$ cat src/hw/nand_host_pkg.sv
// Purpose: shared constants for the nand flash host sequencer
// Assumes: 40 MHz ref_clk, eight-bit multiplexed flash port
// Notes:   command codes, address layout and strobe timing counts
package nand_host_pkg;
  // ==========================================================
  // command codes
  localparam logic [7:0] CMD_READ_SETUP    = 8'h00;
  localparam logic [7:0] CMD_READ_CONFIRM  = 8'h30;
  localparam logic [7:0] CMD_COPY_READ_CNF = 8'h35;
  localparam logic [7:0] CMD_READ_ID       = 8'h90;
  localparam logic [7:0] CMD_RESET         = 8'hFF;
  localparam logic [7:0] CMD_PROG_SETUP    = 8'h80;
  localparam logic [7:0] CMD_PROG_CONFIRM  = 8'h10;
  localparam logic [7:0] CMD_COPY_PROG     = 8'h85;
  localparam logic [7:0] CMD_ERASE_SETUP   = 8'h60;
  localparam logic [7:0] CMD_ERASE_CONFIRM = 8'hD0;
  localparam logic [7:0] CMD_RAND_OUT      = 8'h05;
  localparam logic [7:0] CMD_RAND_OUT_CNF  = 8'hE0;
  localparam logic [7:0] CMD_STATUS        = 8'h70;
  localparam logic [7:0] CMD_COPY_STATUS   = 8'h7B;
  // ==========================================================
  // address layout
  localparam int ADDR_BITS   = 29;
  localparam int COL_BITS    = 12;
  localparam int ADDR_CYCLES = 5;
  localparam int ROW_CYCLES  = 3;
  localparam int PAGE_BYTES  = 2112;
  // ==========================================================
  // strobe timing: each phase of a strobe lasts at least this long
  localparam int CLK_PERIOD_PS   = 25000;
  localparam int STROBE_PHASE_NS = 50;
  localparam int STROBE_CYCLES   = (STROBE_PHASE_NS * 1000 + CLK_PERIOD_PS - 1) / CLK_PERIOD_PS;
  localparam logic [3:0] STROBE_LAST = 4'(STROBE_CYCLES - 1);
  // operation kinds requested by the user side
  typedef enum logic [3:0] {
    OP_RESET, OP_STATUS, OP_COPY_STATUS, OP_READ_ID, OP_READ, OP_COPY_READ,
    OP_PROGRAM, OP_COPY_PROGRAM, OP_ERASE, OP_RAND_OUT, OP_RAND_IN
  } op_t;
  // kind of a single bus cycle
  typedef enum logic [1:0] {CYC_CMD, CYC_ADDR, CYC_WRITE, CYC_READ} cyc_t;
endpackage

$ cat src/hw/nand_cycle_if.sv
// Purpose: carries one bus cycle request between sequencer and strobe engine
// Assumes: single clock domain
// Notes:   valid/ready handshake, read byte returned with done
interface nand_cycle_if;
  logic                    valid;
  logic                    ready;
  nand_host_pkg::cyc_t     kind;
  logic [7:0]              wdata;
  logic                    done;
  logic [7:0]              rdata;
  modport seq    (output valid, output kind, output wdata, input ready, input done, input rdata);
  modport engine (input valid, input kind, input wdata, output ready, output done, output rdata);
endinterface

$ cat src/hw/nand_host_seq.sv
// Purpose: host sequencer issuing flash command, address and data cycles
// Assumes: flash ready/busy pin sampled synchronously, pulled up outside
// Notes:   one operation at a time; data bytes stream through handshakes
// Operation
// Device floats io when deselected; host drives io only on write cycles.
// Command byte latched on write strobe rising edge with command latch high.
// Address byte latched on write strobe rising edge with address latch high.
// Device stays busy during program or erase even if deselected.
// Each read strobe falling edge gives next byte, column advances.
// Write protect low blocks program and erase.
// Ready/busy low while program, erase or page read runs.
// Ready/busy is open drain, valid while deselected.
// Full address is five cycles: two column, three row, low first.
// Unused high bits of cycle two and cycle five driven low.
// Device ignores surplus address cycles.
// Read and program take five address cycles; erase takes three row cycles.
// Twelve-bit column picks start byte in page register.
// Page has 2112 columns, spare from 2048; 131072 pages.
// Read and program by page, erase by block; 2048 blocks.
// Page read 00h then 30h; copy-back read 00h then 35h.
// Program 80h then 10h; erase 60h then D0h; confirm starts.
// Copy-back program 85h, address, 10h, no external data.
// Reset, status, read ID single cycle; only reset/status while busy.
// Random data in 85h and out 05h/E0h stay within page.
// Copy-check status read used only within copy-back.
// After two-plane first confirm only status or reset until second setup.
// Host never issues undefined command bytes.
// Host waits for ready before other than status or reset.
module nand_host_seq #(
  parameter int BYTE_COUNT_W = 12
) (
  input  wire logic                    ref_clk,
  input  wire logic                    rst_n,
  // user request
  input  wire logic                    op_valid,
  output logic                         op_ready,
  input  wire nand_host_pkg::op_t      op_kind,
  input  wire logic [28:0]             op_addr,
  input  wire logic [BYTE_COUNT_W-1:0] op_len,
  input  wire logic                    write_enable,
  // data towards the flash
  input  wire logic                    wr_valid,
  output logic                         wr_ready,
  input  wire logic [7:0]              wr_data,
  // data from the flash
  output logic                         rd_valid,
  output logic [7:0]                   rd_data,
  output logic                         op_done,
  output logic                         busy_seen,
  // flash pins
  output logic                         chip_select_n,
  output logic                         cmd_latch,
  output logic                         addr_latch,
  output logic                         write_strobe_n,
  output logic                         output_strobe_n,
  output logic                         write_protect_n,
  output logic [7:0]                   io_out,
  output logic                         io_oe,
  input  wire logic [7:0]              io_in,
  input  wire logic                    ready_busy
);
  typedef enum logic [2:0] {S_IDLE, S_CMD1, S_ADDR, S_DATA, S_CMD2, S_WAIT} seq_t;
  seq_t                    st_q;
  nand_host_pkg::op_t      op_q;
  logic [28:0]             addr_q;
  logic [2:0]              acnt_q;
  logic [BYTE_COUNT_W-1:0] left_q;
  logic                    pend_q;
  logic [1:0]              rb_sync_q;
  nand_cycle_if            cyc ();

  // ==========================================================
  // request decode
  function automatic logic [7:0] setup_code(input nand_host_pkg::op_t k);
    case (k)
      nand_host_pkg::OP_RESET:        setup_code = nand_host_pkg::CMD_RESET;
      nand_host_pkg::OP_STATUS:       setup_code = nand_host_pkg::CMD_STATUS;
      nand_host_pkg::OP_COPY_STATUS:  setup_code = nand_host_pkg::CMD_COPY_STATUS;
      nand_host_pkg::OP_READ_ID:      setup_code = nand_host_pkg::CMD_READ_ID;
      nand_host_pkg::OP_PROGRAM:      setup_code = nand_host_pkg::CMD_PROG_SETUP;
      nand_host_pkg::OP_COPY_PROGRAM: setup_code = nand_host_pkg::CMD_COPY_PROG;
      nand_host_pkg::OP_RAND_IN:      setup_code = nand_host_pkg::CMD_COPY_PROG;
      nand_host_pkg::OP_ERASE:        setup_code = nand_host_pkg::CMD_ERASE_SETUP;
      nand_host_pkg::OP_RAND_OUT:     setup_code = nand_host_pkg::CMD_RAND_OUT;
      default:                        setup_code = nand_host_pkg::CMD_READ_SETUP;
    endcase
  endfunction

  // confirm code; 8'h00 marks an operation without one; no two-plane codes
  function automatic logic [7:0] confirm_code(input nand_host_pkg::op_t k);
    case (k)
      nand_host_pkg::OP_READ:         confirm_code = nand_host_pkg::CMD_READ_CONFIRM;
      nand_host_pkg::OP_COPY_READ:    confirm_code = nand_host_pkg::CMD_COPY_READ_CNF;
      nand_host_pkg::OP_PROGRAM,
      nand_host_pkg::OP_COPY_PROGRAM: confirm_code = nand_host_pkg::CMD_PROG_CONFIRM;
      nand_host_pkg::OP_ERASE:        confirm_code = nand_host_pkg::CMD_ERASE_CONFIRM;
      nand_host_pkg::OP_RAND_OUT:     confirm_code = nand_host_pkg::CMD_RAND_OUT_CNF;
      default:                        confirm_code = 8'h00;
    endcase
  endfunction

  // address cycles used by each operation
  function automatic logic [2:0] addr_count(input nand_host_pkg::op_t k);
    case (k)
      nand_host_pkg::OP_READ, nand_host_pkg::OP_COPY_READ, nand_host_pkg::OP_PROGRAM,
      nand_host_pkg::OP_COPY_PROGRAM: addr_count = 3'(nand_host_pkg::ADDR_CYCLES);
      nand_host_pkg::OP_ERASE:        addr_count = 3'(nand_host_pkg::ROW_CYCLES);
      nand_host_pkg::OP_RAND_OUT,
      nand_host_pkg::OP_RAND_IN:      addr_count = 3'd2; // column only
      nand_host_pkg::OP_READ_ID:      addr_count = 3'd1;
      default:                        addr_count = 3'd0;
    endcase
  endfunction

  wire       rb_ready   = rb_sync_q[1];
  wire       always_ok  = (op_kind == nand_host_pkg::OP_RESET) ||
                          (op_kind == nand_host_pkg::OP_STATUS) ||
                          (op_kind == nand_host_pkg::OP_COPY_STATUS);
  wire       op_take    = op_valid && op_ready;
  wire       is_write_op = (op_q == nand_host_pkg::OP_PROGRAM) ||
                           (op_q == nand_host_pkg::OP_RAND_IN);
  wire       has_data   = (op_q == nand_host_pkg::OP_STATUS) ||
                          (op_q == nand_host_pkg::OP_COPY_STATUS) ||
                          (op_q == nand_host_pkg::OP_READ_ID) ||
                          (op_q == nand_host_pkg::OP_RAND_OUT) || is_write_op;
  wire       has_cnf    = (confirm_code(op_q) != 8'h00);
  wire       acc        = cyc.valid && cyc.ready;
  wire       row_only   = (op_q == nand_host_pkg::OP_ERASE);
  wire [2:0] acyc       = row_only ? acnt_q + 3'd2 : acnt_q;
  wire [7:0] addr_byte;
  wire       data_first = (op_q == nand_host_pkg::OP_RAND_OUT);

  // five-cycle layout, unused high bits forced low
  assign addr_byte = (acyc == 3'd0) ? addr_q[7:0] :
                     (acyc == 3'd1) ? {4'h0, addr_q[11:8]} :
                     (acyc == 3'd2) ? addr_q[19:12] :
                     (acyc == 3'd3) ? addr_q[27:20] :
                                      {7'h00, addr_q[28]};

  // requests other than reset and the two status reads wait for ready
  assign op_ready  = (st_q == S_IDLE) && (rb_ready || always_ok);
  assign wr_ready  = (st_q == S_DATA) && is_write_op && cyc.ready && !pend_q;
  assign cyc.valid = !pend_q && ((st_q == S_CMD1) || (st_q == S_ADDR) || (st_q == S_CMD2) ||
                     ((st_q == S_DATA) && (!is_write_op || wr_valid)));
  assign cyc.kind  = (st_q == S_ADDR) ? nand_host_pkg::CYC_ADDR :
                     (st_q == S_DATA) ? (is_write_op ? nand_host_pkg::CYC_WRITE
                                                     : nand_host_pkg::CYC_READ) :
                                        nand_host_pkg::CYC_CMD;
  assign cyc.wdata = (st_q == S_CMD1) ? setup_code(op_q) :
                     (st_q == S_CMD2) ? confirm_code(op_q) :
                     (st_q == S_ADDR) ? addr_byte : wr_data;

  // ==========================================================
  // ready/busy synchroniser; open drain pulled high outside
  always_ff @(posedge ref_clk or negedge rst_n) begin
    if (!rst_n) rb_sync_q <= 2'b00;
    else rb_sync_q <= {rb_sync_q[0], ready_busy};
  end

  // pin levels owned by the sequencer
  always_ff @(posedge ref_clk or negedge rst_n) begin
    if (!rst_n) begin
      chip_select_n <= 1'b1;
      write_protect_n <= 1'b0;
    end else begin
      chip_select_n <= (st_q == S_IDLE) && !op_take;  // deselect between ops
      write_protect_n <= write_enable;
    end
  end

  // ==========================================================
  // operation sequencer
  always_ff @(posedge ref_clk or negedge rst_n) begin
    if (!rst_n) begin
      st_q <= S_IDLE;
      op_q <= nand_host_pkg::OP_RESET;
      addr_q <= 29'h0;
      acnt_q <= 3'd0;
      left_q <= '0;
      pend_q <= 1'b0;
      op_done <= 1'b0;
      rd_valid <= 1'b0;
      rd_data <= 8'h00;
      busy_seen <= 1'b0;
    end else begin
      op_done <= 1'b0;
      rd_valid <= 1'b0;
      if (cyc.done) pend_q <= 1'b0;
      if (acc) pend_q <= 1'b1;
      case (st_q)
        S_IDLE: if (op_take) begin
          op_q <= op_kind;
          addr_q <= op_addr;
          left_q <= op_len;
          acnt_q <= 3'd0;
          busy_seen <= 1'b0;
          st_q <= S_CMD1;
        end
        S_CMD1: if (cyc.done) begin
          if (addr_count(op_q) != 3'd0) st_q <= S_ADDR;
          else if (has_data) st_q <= S_DATA;
          else st_q <= S_WAIT;
        end
        S_ADDR: if (cyc.done) begin
          acnt_q <= acnt_q + 3'd1;
          if (acnt_q + 3'd1 == addr_count(op_q)) // no surplus cycles sent
            st_q <= (data_first || !has_data) ? (has_cnf ? S_CMD2 : S_WAIT) : S_DATA;
        end
        S_DATA: if (cyc.done) begin
          rd_valid <= !is_write_op;
          rd_data <= cyc.rdata;
          left_q <= left_q - 1'b1;
          if (left_q <= 1) st_q <= has_cnf && !data_first ? S_CMD2 : S_WAIT;
        end
        S_CMD2: if (cyc.done) st_q <= (data_first && left_q != 0) ? S_DATA : S_WAIT;
        S_WAIT: begin
          if (!rb_ready) busy_seen <= 1'b1;
          if (rb_ready && !cyc.done && !pend_q) begin
            op_done <= 1'b1;
            st_q <= S_IDLE;
          end
        end
        default: st_q <= S_IDLE;
      endcase
    end
  end

  nand_strobe_engine u_engine (
    .ref_clk         (ref_clk),
    .rst_n           (rst_n),
    .cyc             (cyc.engine),
    .cmd_latch       (cmd_latch),
    .addr_latch      (addr_latch),
    .write_strobe_n  (write_strobe_n),
    .output_strobe_n (output_strobe_n),
    .io_out          (io_out),
    .io_oe           (io_oe),
    .io_in           (io_in)
  );

  // ==========================================================
  chk_io_oe_write: assert property (@(posedge ref_clk) disable iff (!rst_n)
    io_oe |-> output_strobe_n) else $error("io driven while reading");
  chk_busy_gate: assert property (@(posedge ref_clk) disable iff (!rst_n)
    (op_ready && !rb_ready) |-> always_ok) else $error("busy accepts bad op");
  chk_addr_pad: assert property (@(posedge ref_clk) disable iff (!rst_n)
    (cyc.valid && st_q == S_ADDR && acyc == 3'd4) |-> cyc.wdata[7:1] == 7'h00)
    else $error("fifth address cycle high bits set");
  chk_addr_count: assert property (@(posedge ref_clk) disable iff (!rst_n)
    (st_q == S_ADDR) |-> acnt_q < addr_count(op_q)) else $error("extra address cycle");
  chk_wp_follow: assert property (@(posedge ref_clk) disable iff (!rst_n)
    !write_enable |=> !write_protect_n) else $error("protect not applied");
  chk_cs_active: assert property (@(posedge ref_clk) disable iff (!rst_n)
    (!write_strobe_n || !output_strobe_n) |-> !chip_select_n)
    else $error("strobe while deselected");
  chk_cmd_defined: assert property (@(posedge ref_clk) disable iff (!rst_n)
    (cyc.valid && st_q == S_CMD2) |-> cyc.wdata != 8'h00) else $error("empty confirm");
  chk_done_ready: assert property (@(posedge ref_clk) disable iff (!rst_n)
    op_done |-> $past(rb_ready)) else $error("done while busy");
endmodule

$ cat src/hw/nand_strobe_engine.sv
// Purpose: drives one write or read strobe cycle on the flash pins
// Assumes: strobe phases of STROBE_CYCLES clocks each
// Notes:   bytes latch in the flash on the rising edge of the write strobe
module nand_strobe_engine (
  input  wire logic       ref_clk,
  input  wire logic       rst_n,
  nand_cycle_if.engine    cyc,
  output logic            cmd_latch,
  output logic            addr_latch,
  output logic            write_strobe_n,
  output logic            output_strobe_n,
  output logic [7:0]      io_out,
  output logic            io_oe,
  input  wire logic [7:0] io_in
);
  typedef enum logic [1:0] {E_IDLE, E_LOW, E_HIGH} eng_t;
  eng_t       st_q;
  logic [3:0] cnt_q;
  nand_host_pkg::cyc_t kind_q;
  logic [7:0] rdata_q;
  logic       done_q;
  wire        phase_end = (cnt_q == nand_host_pkg::STROBE_LAST);
  wire        is_read   = (kind_q == nand_host_pkg::CYC_READ);

  assign cyc.ready = (st_q == E_IDLE);
  assign cyc.done  = done_q;
  assign cyc.rdata = rdata_q;

  // ==========================================================
  // strobe sequencing: low phase then high phase
  always_ff @(posedge ref_clk or negedge rst_n) begin
    if (!rst_n) begin
      st_q <= E_IDLE;
      cnt_q <= 4'h0;
      kind_q <= nand_host_pkg::CYC_CMD;
      io_out <= 8'h00;
      done_q <= 1'b0;
    end else begin
      done_q <= 1'b0;
      cnt_q <= phase_end ? 4'h0 : cnt_q + 4'h1;
      case (st_q)
        E_IDLE: begin
          cnt_q <= 4'h0;
          if (cyc.valid) begin
            st_q <= E_LOW;
            kind_q <= cyc.kind;
            io_out <= cyc.wdata;
          end
        end
        E_LOW: if (phase_end) st_q <= E_HIGH;
        E_HIGH: if (phase_end) begin
          st_q <= E_IDLE;
          done_q <= 1'b1;
        end
        default: st_q <= E_IDLE;
      endcase
    end
  end

  // read byte sampled at end of the low phase of the read strobe
  always_ff @(posedge ref_clk or negedge rst_n) begin
    if (!rst_n) rdata_q <= 8'h00;
    else if (st_q == E_LOW && phase_end && is_read) rdata_q <= io_in;
  end

  // latch selects held across the whole cycle so the rising edge sees them
  always_ff @(posedge ref_clk or negedge rst_n) begin
    if (!rst_n) begin
      cmd_latch <= 1'b0;
      addr_latch <= 1'b0;
      write_strobe_n <= 1'b1;
      output_strobe_n <= 1'b1;
      io_oe <= 1'b0;
    end else begin
      cmd_latch <= (st_q != E_IDLE) && kind_q == nand_host_pkg::CYC_CMD;
      addr_latch <= (st_q != E_IDLE) && kind_q == nand_host_pkg::CYC_ADDR;
      write_strobe_n <= !(st_q == E_LOW && !is_read);
      output_strobe_n <= !(st_q == E_LOW && is_read);
      io_oe <= (st_q != E_IDLE) && !is_read;
    end
  end

  chk_latch_exclusive: assert property (@(posedge ref_clk) disable iff (!rst_n)
    !(cmd_latch && addr_latch)) else $error("both latch selects high");
  chk_no_read_drive: assert property (@(posedge ref_clk) disable iff (!rst_n)
    !output_strobe_n |-> !io_oe) else $error("host drives io during read strobe");
endmodule

$ cat config.mk
export PLATFORM = sky130hd
export DESIGN_NAME = nand_host_seq
export DESIGN_NICKNAME = d
export VERILOG_FILES = /design/src/hw/nand_host_pkg.sv /design/src/hw/nand_cycle_if.sv /design/src/hw/nand_host_seq.sv /design/src/hw/nand_strobe_engine.sv
export SDC_FILE = /design/constraint.sdc
export NUM_CORES = 1
export LEC_CHECK = 0
export ABC_AREA = 1
export BUFFER_PORTS_ARGS = -buffer_cell sky130_fd_sc_hd__buf_2
export CAP_MARGIN = 40
export CORE_ASPECT_RATIO = 1.75
export CORE_UTILIZATION = 45
export DETAILED_ROUTE_END_ITERATION = 16
export PLACE_DENSITY = 0.71
export SETUP_SLACK_MARGIN = 0.5
export SLEW_MARGIN = 0
export SYNTH_ARGS = -nofsm -noshare
export SYNTH_HDL_FRONTEND = slang
export SYNTH_SLANG_ARGS = --single-unit
$ cat constraint.sdc
create_clock -name ref_clk -period 1.8 [get_ports ref_clk]
set_clock_uncertainty 0.2 [all_clocks]
set_input_delay 0.54 -clock ref_clk [delete_from_list [all_inputs] [get_ports ref_clk]]
set_output_delay 0.54 -clock ref_clk [all_outputs]
set_load 0.02 [all_outputs]
==> metrics.md, run 1 <==
| Metric | Value |
|---|---|
| Status | finished with violations |
| Violated checks | setup timing |
| Routability Congestion | between 0.9 and 1 |
| Fillers | 700 |
| Final Hold Fails | 0 |
| Reg2Reg Launch Point | op_q[3] |
| Switch share | slightly above 40% |
| R2R depth | 12 |
| Clock period minus worst slack | approximately 2.3 ns |
| FF-to-FF setup slack | -0.48 ns |
| Antenna violations before repair | 0 |
| Gate power share | between 50% and 60% |
| Largest net degree at the start of global routing | 58 |
| Clock slew seen by the registers of the worst setup and hold paths | roughly 0.07 ns |
| Part of the power in registers | 27.8% |
| Clk pwr share | approximately 16% |
| XOR/XNOR share of the synthesized area | ~1.2% |
| Crit-path most repeated cell | buf_4 |
| Dpl cells | between 800 and 900 |
| Synth Warn # | 0 |
| Critical path peak fanout | 4 |
| Number of synthesized register bits | 97 |
| Post-Synthesis Cell Area | 4918 um2 |
| Slew margin rel. | between 70% and 80% |
| Starting density of the core | 46.25% |
| Worst setup startpoint | op_q[3] |
| TritonCTS Buffers | 9 |
| Syn avg cell area | approximately 8.5 um2 |
| Area growth from synthesis to layout | 65.96% |
| Ys flop type | dfrtp_1 |
| Hold_sp | write_enable |
| N_diodes | 0 |
| Drt total wl | roughly 17000 um |
| Synth Area in Compound Gates | 12.67% |
| Fin worst setup slack | -0.4833 ns |
| Multi-input gate area | 2942 um2 |
| WHS | roughly 0.09 ns |
| Internal power | between 7 and 8 mW |
| Die footprint | ~11000 um2 |
| CP max-delay cell | dfrtp_2 |
| Peak VDD IR | 1.011 mV |
| Register area share after synthesis | 49.43% |
| Slew Viols, Final | 0 |
| CTS Buffer Depth | 2 |
| CTS root buf | clkbuf_16 |
| Post-route core utilization | ~77% |
| PwrDens | around 1600 nW/um2 |
| First-pass GRT wire length | approximately 25000 um |
| First-pass detailed-route iteration total | 5 |
| Port Buffers | 94 |
| Req. time, crit path | about 1.8 ns |
| Placeable Area | about 11000 um2 |
| Via count | just over 5000 |
| Max Clk Rate | between 400 and 500 MHz |
| ANT nets after route | 0 |
| Total GRT Usage | about 30% |
| GR Overflow Total | 0 |
| Post-Layout Cell Count | 954 |
| Layout cell share with drive strength beyond 1 | approximately 54% |
| Pre-CTS setup slack | -0.3273 ns |
| CTS tree | yes |
| Sink Count | just under 100 |
| DR vias/cell | approximately 5.4 |
| WHS Endpoint | write_protect_n |
| Simple-gate portion of the synthesized area | between 20% and 30% |
| Mux cell area share after synthesis | under 10% |
| Drt drc | 0 |
| Number of global-route vias before repair | about 5500 |
| DP Area | between 6000 and 7000 um2 |
| Switching power | between 5 and 6 mW |
| Worst path buffer plus inverter count | 5 |
| Post-Route Setup TNS | -14.72 ns |
| RSZ-0062 raised after global routing | yes |
| CP max stage delay | around 0.45 ns |
| Max H-tree Level | 3 |
| Chip width | roughly 80 um |
| P_leak | between 3 and 4 nW |
| CP Capture Type | flip-flop |
| WP data arrival | 2.31 ns |
| Post-synth net total | ~650 |
| Crit path max-delay family | buffers and inverters |
| Worst slew pin tran | ~0.41 ns |
| Die Y-Extent | between 100 and 150 um |
| Maxcap violations | 0 |
| Worst-Skew Late Latency | 0.36 ns |
| Storage element area | about 2400 um2 |
| FP Rows | 50 |
| Distinct cells, synth | 42 |
| Final net count | 896 |
| Period utilisation layout | 126.9% |
| Critical path class | reg2reg |
| Worst reg2reg endpoint | st_q[1] |
| Cells after Synth | 576 |
| Startpoint Class | flip-flop |
| Post-layout instance area | 8163 um2 |
| EDFF count, synth | 0 |
| Pwr Total | 13.26 mW |
| Crit-path cells | buf_4 -> buf_4 -> buf_4 -> nand3_4 -> buf_6 -> buf_4 -> nand2_4 -> xor2_2 -> a21oi_2 -> nor2_2 -> o21ai_1 -> nand2_1 |
| Post-Synth Adder-Cell Area | between 2 and 3% |
| Largest family of logic cells by synthesized area | simple AND/OR/NAND/NOR gates |
| DPL Wire Length | 10770 um |
| Endpoints failing setup | 64 |
| WL per Instance | 17.78 um |
| Worst hold path class | in2reg |
| Post-synth ARST share | 100.0% |
| I/O Pins | 95 |
| DRT iter0 DRCs | 251 |
| Worst hold path depth | 1 |
worst max-delay path by stage:
| stage | to | slack, ns | cells past startpoint |
|---|---|---|---|
| global route | st_q[1] | -0.50 | 12 |
| global placement | addr_q[8] | -0.28 | 7 |
| floorplan | wr_ready | -0.20 | 6 |
| CTS | wr_ready | -0.44 | 5 |
| finish | st_q[1] | -0.48 | 12 |
| detailed placement | addr_q[20] | -0.33 | 7 |
cells by family (layout without fill, tap and decap cells):
| family | Yosys count | after routing |
|---|---|---|
| mux | 26 | 26 |
| buf+inv | 87 | 329 |
| flops | 97 | 97 |
| xor+xnor | 7 | 7 |
| simple gates | 237 | 243 |
| compound gates | 112 | 112 |
| fa+ha+maj | 10 | 10 |
layout make-up:
class | count | area share (%)
Multi-Input combinational cell | 398 | 36.04
Timing Repair inverter | 1 | 0.06131
Timing Repair Buffer | 240 | 24.51
Tap cell | 130 | 1.993
Clock inverter | 7 | 1.104
Sequential cell | 97 | 29.83
Inverter | 72 | 3.709
Clock buffer | 9 | 2.759
cell usage after synthesis (7+ instances only):
library cell | n | area, um2
inv_1 | 56 | 210.2
a21oi_1 | 40 | 200.2
buf_2 | 7 | 35.03
nand2_1 | 103 | 386.6
o21ai_0 | 35 | 175.2
nor2_1 | 71 | 266.5
nor3_1 | 10 | 50.05
inv_2 | 15 | 56.30
o21ai_1 | 9 | 45.04
o22ai_1 | 8 | 50.05
dfrtp_1 | 94 | 2352
ha_1 | 10 | 125.1
nand3_1 | 29 | 145.1
mux2_1 | 23 | 259.0
placed cells by master (no fill, tap or decap), drive strengths merged, types with 8 or more instances in the layout:
master / instances
ha: 10
dfrtp: 94
clkbuf: 9
nor3: 10
nand3: 33
nand2: 112
o22ai: 8
o21ai: 45
mux2: 26
nor2: 76
buf: 239
a21oi: 42
inv: 75
sequential cells by signal, summed over array words and instances, names as in the netlist, 3 cells and up:
| register | flops |
|---|---|
| op_q | 4 |
| u_engine.io_out | 8 |
| st_q | 3 |
| left_q | 12 |
| u_engine.cnt_q | 4 |
| acnt_q | 3 |
| addr_q | 29 |
| rd_data | 8 |
| u_engine.cyc.rdata | 8 |
routing by layer:
layer	wire length [um]	vias to the layer above	track usage, %
li1	-	2386	-
met1	5573	2512	29.56
met2	9558	216	53.78
met3	735	82	5.147
met4	1098	0	21.99
met5	0	-	0
power groups by stage:
stage                     combinational, mW  clock (mW)  sequential [mW]
after global placement                 5.20           0             3.62
after floorplan                        3.15           0             3.73
final                                  7.52        2.06             3.68
after CTS                              6.79        2.09             3.65
after detailed placement               5.37           0             3.64
after global routing                   8.05        2.18             3.76
repair_timing:
item	CTS	global route
resized for setup	170	57
cloned	8	1
pin swaps	38	12
hold buffers	1	0
setup buffers	35	17
hold endpoints to repair	39	0
setup endpoints to repair	116	117
Power figures use the tool's default switching activity.
==> run 2: changes to the inputs <==
--- a/config.mk
+++ b/config.mk
@@ -11,6 +11,7 @@
 export CORE_ASPECT_RATIO = 1.75
 export CORE_UTILIZATION = 45
 export DETAILED_ROUTE_END_ITERATION = 16
+export GPL_TIMING_DRIVEN = 0
 export PLACE_DENSITY = 0.71
 export SETUP_SLACK_MARGIN = 0.5
 export SLEW_MARGIN = 0
==> run 2 against run 1 <==
The flow finishes with violations (hold timing, setup timing); utilization hardly changed; combinational power rose by 2%; count of clock-buffer cells in the layout increased by 1; sequential share of layout area hardly changed; maximum frequency fell by 0.17%; sequential power rose by 2%; first-iteration DRC count grew 14%; critical path depth shrank 7; cell count down 3.4%; highest routed layer unchanged; final area hardly changed; wire length increased by 0.88%.
==> metrics.md, run 2 (same netlist as run 1, synthesis figures left out) <==
| Metric | Value |
|---|---|
| Status | finished with violations |
| Violated checks | hold timing, setup timing |
| Worst slew pin tran | ~0.56 ns |
| Critical path peak fanout | 4 |
| Part of the power in registers | between 20% and 30% |
| DRT iter0 DRCs | approximately 290 |
| Storage element area | roughly 2400 um2 |
| WHS | -0.03405 ns |
| Port Buffers | 94 |
| Number of global-route vias before repair | between 5000 and 6000 |
| Drt drc | 0 |
| Worst setup path endpoint | wr_ready |
| WP data arrival | approximately 1.6 ns |
| Chip width | 81.03 um |
| CTS root buf | clkbuf_16 |
| Startpoint Class | flip-flop |
| RSZ-0062 raised after global routing | yes |
| Fin worst setup slack | -0.4873 ns |
| CP max stage delay | around 0.44 ns |
| Clock slew seen by the registers of the worst setup and hold paths | 0.07 ns |
| I/O Pins | 95 |
| Number of flip-flops in the largest register | 29 |
| Most flops, register | addr_q |
| Antenna violations before repair | 0 |
| Internal power | ~7.8 mW |
| R2R depth | 12 |
| Regs by FF count | addr_q (29), left_q (12) |
| Sink Count | 97 |
| Starting density of the core | roughly 46% |
| Clock period minus worst slack | between 2 and 2.5 ns |
| Area growth from synthesis to layout | 65.94% |
| Multi-input gate area | 3013 um2 |
| TritonCTS Buffers | 9 |
| CP max-delay cell | dfrtp_2 |
| WL per Instance | approximately 19 um |
| Pwr Total | around 13 mW |
| Clk pwr share | between 10 and 15% |
| Largest net degree at the start of global routing | 59 |
| Maxcap violations | 0 |
| DR vias/cell | roughly 5.6 |
| Total GRT Usage | roughly 29% |
| Final net count | approximately 860 |
| Post-route core utilization | around three quarters |
| DPL Wire Length | ~9800 um |
| Pre-CTS setup slack | -0.3893 ns |
| Via count | approximately 5200 |
| Slew Viols, Final | 0 |
| Switching power | 5.555 mW |
| DP Area | between 5000 and 6000 um2 |
| Peak VDD IR | around 1.1 mV |
| Die Y-Extent | approximately 140 um |
| Most common cell after layout, fill and taps aside | dfrtp_1 |
| Dpl cells | about 800 |
| Gate power share | 57.1% |
| ANT nets after route | 0 |
| Post-Layout Cell Count | ~900 |
| Drt total wl | between 15000 and 20000 um |
| Worst hold path class | in2async |
| Final Hold Fails | 38 |
| Switch share | around two fifths |
| Die footprint | 11370 um2 |
| Most frequent cells in the layout | dfrtp_1, nand2_1, buf_2, buf_4, buf_6 |
| PwrDens | about 1600 nW/um2 |
| Period utilisation layout | 127.1% |
| CP Capture Type | output port |
| Worst setup startpoint | op_q[3] |
| Crit-path cells | inv_2 -> nor2_4 -> o21ai_4 -> nor4_4 -> buf_4 |
| First-pass detailed-route iteration total | 5 |
| Worst path buffer plus inverter count | 2 |
| Crit path max-delay family | flip-flops |
| CTS Buffer Depth | 2 |
| N_diodes | 0 |
| Req. time, crit path | 1.06 ns |
| Max H-tree Level | 3 |
| GR Overflow Total | 0 |
| CTS tree | yes |
| Worst reg2reg endpoint | st_q[1] |
| Critical path class | reg2out |
| Reg2Reg Launch Point | op_q[1] |
| Worst-Skew Late Latency | 0.35 ns |
| FF-to-FF setup slack | -0.44 ns |
| Max Clk Rate | 437.2 MHz |
| Placeable Area | around 11000 um2 |
| Routability Congestion | between 0.9 and 1 |
| Crit path depth | 5 |
| Fillers | 661 |
| Post-Route Setup TNS | -13.72 ns |
| First-pass GRT wire length | around 25000 um |
| FP Rows | 50 |
| P_leak | between 3 and 4 nW |
| Slew margin rel. | between 60% and 70% |
| Layout cell share with drive strength beyond 1 | 54.67% |
| Endpoints failing setup | 66 |
| Post-layout instance area | 8162 um2 |
## run 2: cell types whose count changed in the layout (fill, tap and decap cells not counted), moves of 5 or more
cell     change
buf_8        +5
nand3_1      -9
buf_6       +17
nor2_2       -9
o21ai_0      -6
nor2_1       +7
o21ai_2      +5
buf_4       -49
## run 2: layer usage
| layer | share of wire [%] | GRT usage [%] | vias to the layer above |
|---|---|---|---|
| li1 | - | - | 2324 |
| met1 | 33 | 29.91 | 2485 |
| met2 | 54 | 53.07 | 254 |
| met3 | 5.5 | 4.691 | 103 |
| met4 | 7.7 | 19.55 | 0 |
| met5 | 0 | 0 | - |
## run 2: power groups by stage
| stage | Sequential, mW | Combinational [mW] | Clock [mW] |
|---|---|---|---|
| CTS | 3.70 | 6.52 | 2.00 |
| global placement | 3.68 | 4.31 | 0 |
| finish | 3.75 | 7.65 | 2.00 |
| floorplan | 3.73 | 3.15 | 0 |
| detailed placement | 3.72 | 4.40 | 0 |
| global route | 3.81 | 8.12 | 2.11 |
## run 2: final cells by class
type                       count  area share (%)
buffer                        15           2.759
clock buffer                  10           2.805
clock inverter                 6          0.9658
inverter                      72           3.695
multi-input combinational    393           36.92
sequential                    97           29.86
tap                          130           1.993
timing repair buffer         199           21.00
## run 2: worst min-delay path by stage
stage                 startpoint           end  slack, ns  cells past startpoint
floorplan                  rst_n     acnt_q[0]       0.04                      0
CTS                        rst_n    addr_q[12]     -0.006                      1
global route               rst_n    addr_q[12]       0.01                      1
finish                     rst_n    addr_q[12]      -0.03                      1
detailed placement  rb_sync_q[0]  rb_sync_q[1]       0.15                      0
global placement    rb_sync_q[0]  rb_sync_q[1]       0.13                      0
## run 2: timing repair
item	CTS	global route
pin swaps	40	35
endpoints found under the setup margin	114	117
buffers inserted	68	28
hold endpoints to repair	21	0
gates cloned	9	0
gates resized for setup	221	62
==> run 3: changes to the inputs <==
--- a/config.mk
+++ b/config.mk
@@ -13,7 +13,7 @@
 export DETAILED_ROUTE_END_ITERATION = 16
 export GPL_TIMING_DRIVEN = 0
 export PLACE_DENSITY = 0.71
-export SETUP_SLACK_MARGIN = 0.5
+export SETUP_SLACK_MARGIN = 0.4
 export SLEW_MARGIN = 0
 export SYNTH_ARGS = -nofsm -noshare
 export SYNTH_HDL_FRONTEND = slang
==> run 3 against run 2 <==
The flow still finishes with violations (hold timing, setup timing); combinational power is 4.1% lower; wire length is 3.5% lower; via count is 2.2% lower; sequential cell count stayed put; final area is 1.5% lower; die area stayed put; critical path depth stayed put; power is 2.4% lower; cell count is 1.2% lower; largest power group unchanged; highest routed layer unchanged.
==> metrics.md, run 3 (same netlist as run 1, synthesis figures left out) <==
| Metric | Value |
|---|---|
| Most frequent cells in the layout | dfrtp_1, nand2_1, buf_2, buf_6, buf_4 |
| Area growth from synthesis to layout | 63.50% |
| Starting density of the core | between 40% and 50% |
| Final Hold Fails | 38 |
| WL per Instance | 18.13 um |
| Pwr Total | between 10 and 15 mW |
| DR vias/cell | about 5.5 |
| Number of flip-flops in the largest register | 29 |
| WHS | -0.02938 ns |
| Slew Viols, Final | 0 |
| Worst hold path class | in2async |
| Chip width | 81.03 um |
| Multi-input gate area | approximately 3000 um2 |
| Drt total wl | between 15000 and 20000 um |
| TritonCTS Buffers | 9 |
| I/O Pins | 95 |
| FP Rows | 50 |
| Storage element area | 2437 um2 |
| Slew margin rel. | a little over three fifths |
| Wl on met1 | ~5500 um |
| Number of global-route vias before repair | about 5400 |
| Post-route core utilization | between 70% and 80% |
| First-pass GRT wire length | between 20000 and 30000 um |
| Pre-CTS setup slack | -0.3893 ns |
| Post-Route Setup TNS | -20.48 ns |
| Clock period minus worst slack | around 2.3 ns |
| GR Overflow Total | 0 |
| Most flops, register | addr_q |
| Maxcap violations | 0 |
| CP Capture Type | output port |
| Routed wl met3 | 850 um |
| PwrDens | about 1600 nW/um2 |
| Post-layout instance area | 8041 um2 |
| RSZ-0062 raised after global routing | yes |
| N_diodes | 0 |
| First-pass detailed-route iteration total | 5 |
| DRT iter0 DRCs | about 400 |
| CTS tree | yes |
| Regs by FF count | addr_q (29), left_q (12) |
| Max Clk Rate | 436.0 MHz |
| Critical path class | reg2out |
| Fillers | ~700 |
| Period utilisation layout | 127.4% |
| Worst slew pin tran | ~0.56 ns |
| Most common cell after layout, fill and taps aside | dfrtp_1 |
| ANT nets after route | 0 |
| Layout cell share with drive strength beyond 1 | between 50 and 60% |
| Worst setup startpoint | op_q[0] |
| Final net count | between 800 and 900 |
| Placeable Area | approximately 11000 um2 |
| Port Buffers | 94 |
| Max layer used | met4 |
| Die Y-Extent | 140.3 um |
| WP data arrival | 1.55 ns |
| DP Area | approximately 6000 um2 |
| CTS Buffer Depth | 2 |
| Total GRT Usage | 29.65% |
| Reg2Reg Launch Point | st_q[1] |
| Met2 WL | ~8800 um |
| Worst-Skew Late Latency | approximately 0.36 ns |
| Via count | around 5000 |
| Routability Congestion | a little under 1 |
| Violated checks | hold timing, setup timing |
| Largest net degree at the start of global routing | ~60 |
| Antenna violations before repair | 0 |
| P_leak | slightly below 4 nW |
| Peak VDD IR | 1.137 mV |
| Status | finished with violations |
| Drt drc | 0 |
| Critical path peak fanout | 3 |
| Req. time, crit path | approximately 1.1 ns |
| Max H-tree Level | 3 |
| Dpl cells | between 800 and 900 |
| Post-Layout Cell Count | 911 |
| Startpoint Class | flip-flop |
| CTS root buf | clkbuf_16 |
| Clock slew seen by the registers of the worst setup and hold paths | about 0.07 ns |
| Die footprint | 11370 um2 |
| Sink Count | 97 |
| DPL Wire Length | 9803 um |
| Endpoints failing setup | 76 |
| Fin worst setup slack | -0.4937 ns |
[run 3: changes by cell type in the layout (fill, tap and decap cells not counted), sizes merged]
cell	delta
clkbuf	+1
buf	-12
[run 3: layer usage]
metal | track usage, % | vias up
met5 | 0 | -
met4 | 21.90 | 0
met3 | 5.798 | 102
met2 | 52.32 | 214
met1 | 29.57 | 2427
li1 | - | 2307
[run 3: worst paths after layout]
kind,end,slack [ns],cells after the start
hold reg to reg,rb_sync_q[1],0.17,0
setup reg to reg,left_q[7],-0.44,13
setup / recovery,wr_ready,-0.49,5
min in group ref_clk,write_protect_n,0.09,1
hold / removal,addr_q[12],-0.03,1
max in group asynchronous,u_engine.output_strobe_n,0.71,2
[run 3: timing repair]
item / in CTS / in global routing
buffers inserted: 67 / 18
cloned: 9 / 0
endpoints found under the setup margin: 113 / 114
endpoints found under the hold margin: 21 / 0
resized for setup: 214 / 60
pin swaps: 39 / 26
[run 3: final cells by class]
class | count | share of cell area, %
Buffer | 15 | 2.894
Clock buffer | 10 | 2.847
Clock inverter | 6 | 0.9802
Inverter | 72 | 3.750
Multi-Input combinational cell | 393 | 37.20
Sequential cell | 97 | 30.31
Tap cell | 130 | 2.023
Timing Repair Buffer | 188 | 19.99
[run 3: critical path, cell delays in order, from the launching register on]
cell     delay, ns
dfrtp_2       0.43
inv_2         0.09
ha_4          0.18
o21ai_4       0.08
nor4_4        0.24
buf_4         0.18
[run 3: where the power goes]
group	internal [mW]	leakage, nW	switching [mW]	total (mW)
Combinational	3.53	2.53	3.81	7.34
Sequential	3.03	1.18	0.709	3.74
Clock	1.10	0.142	0.902	2.00
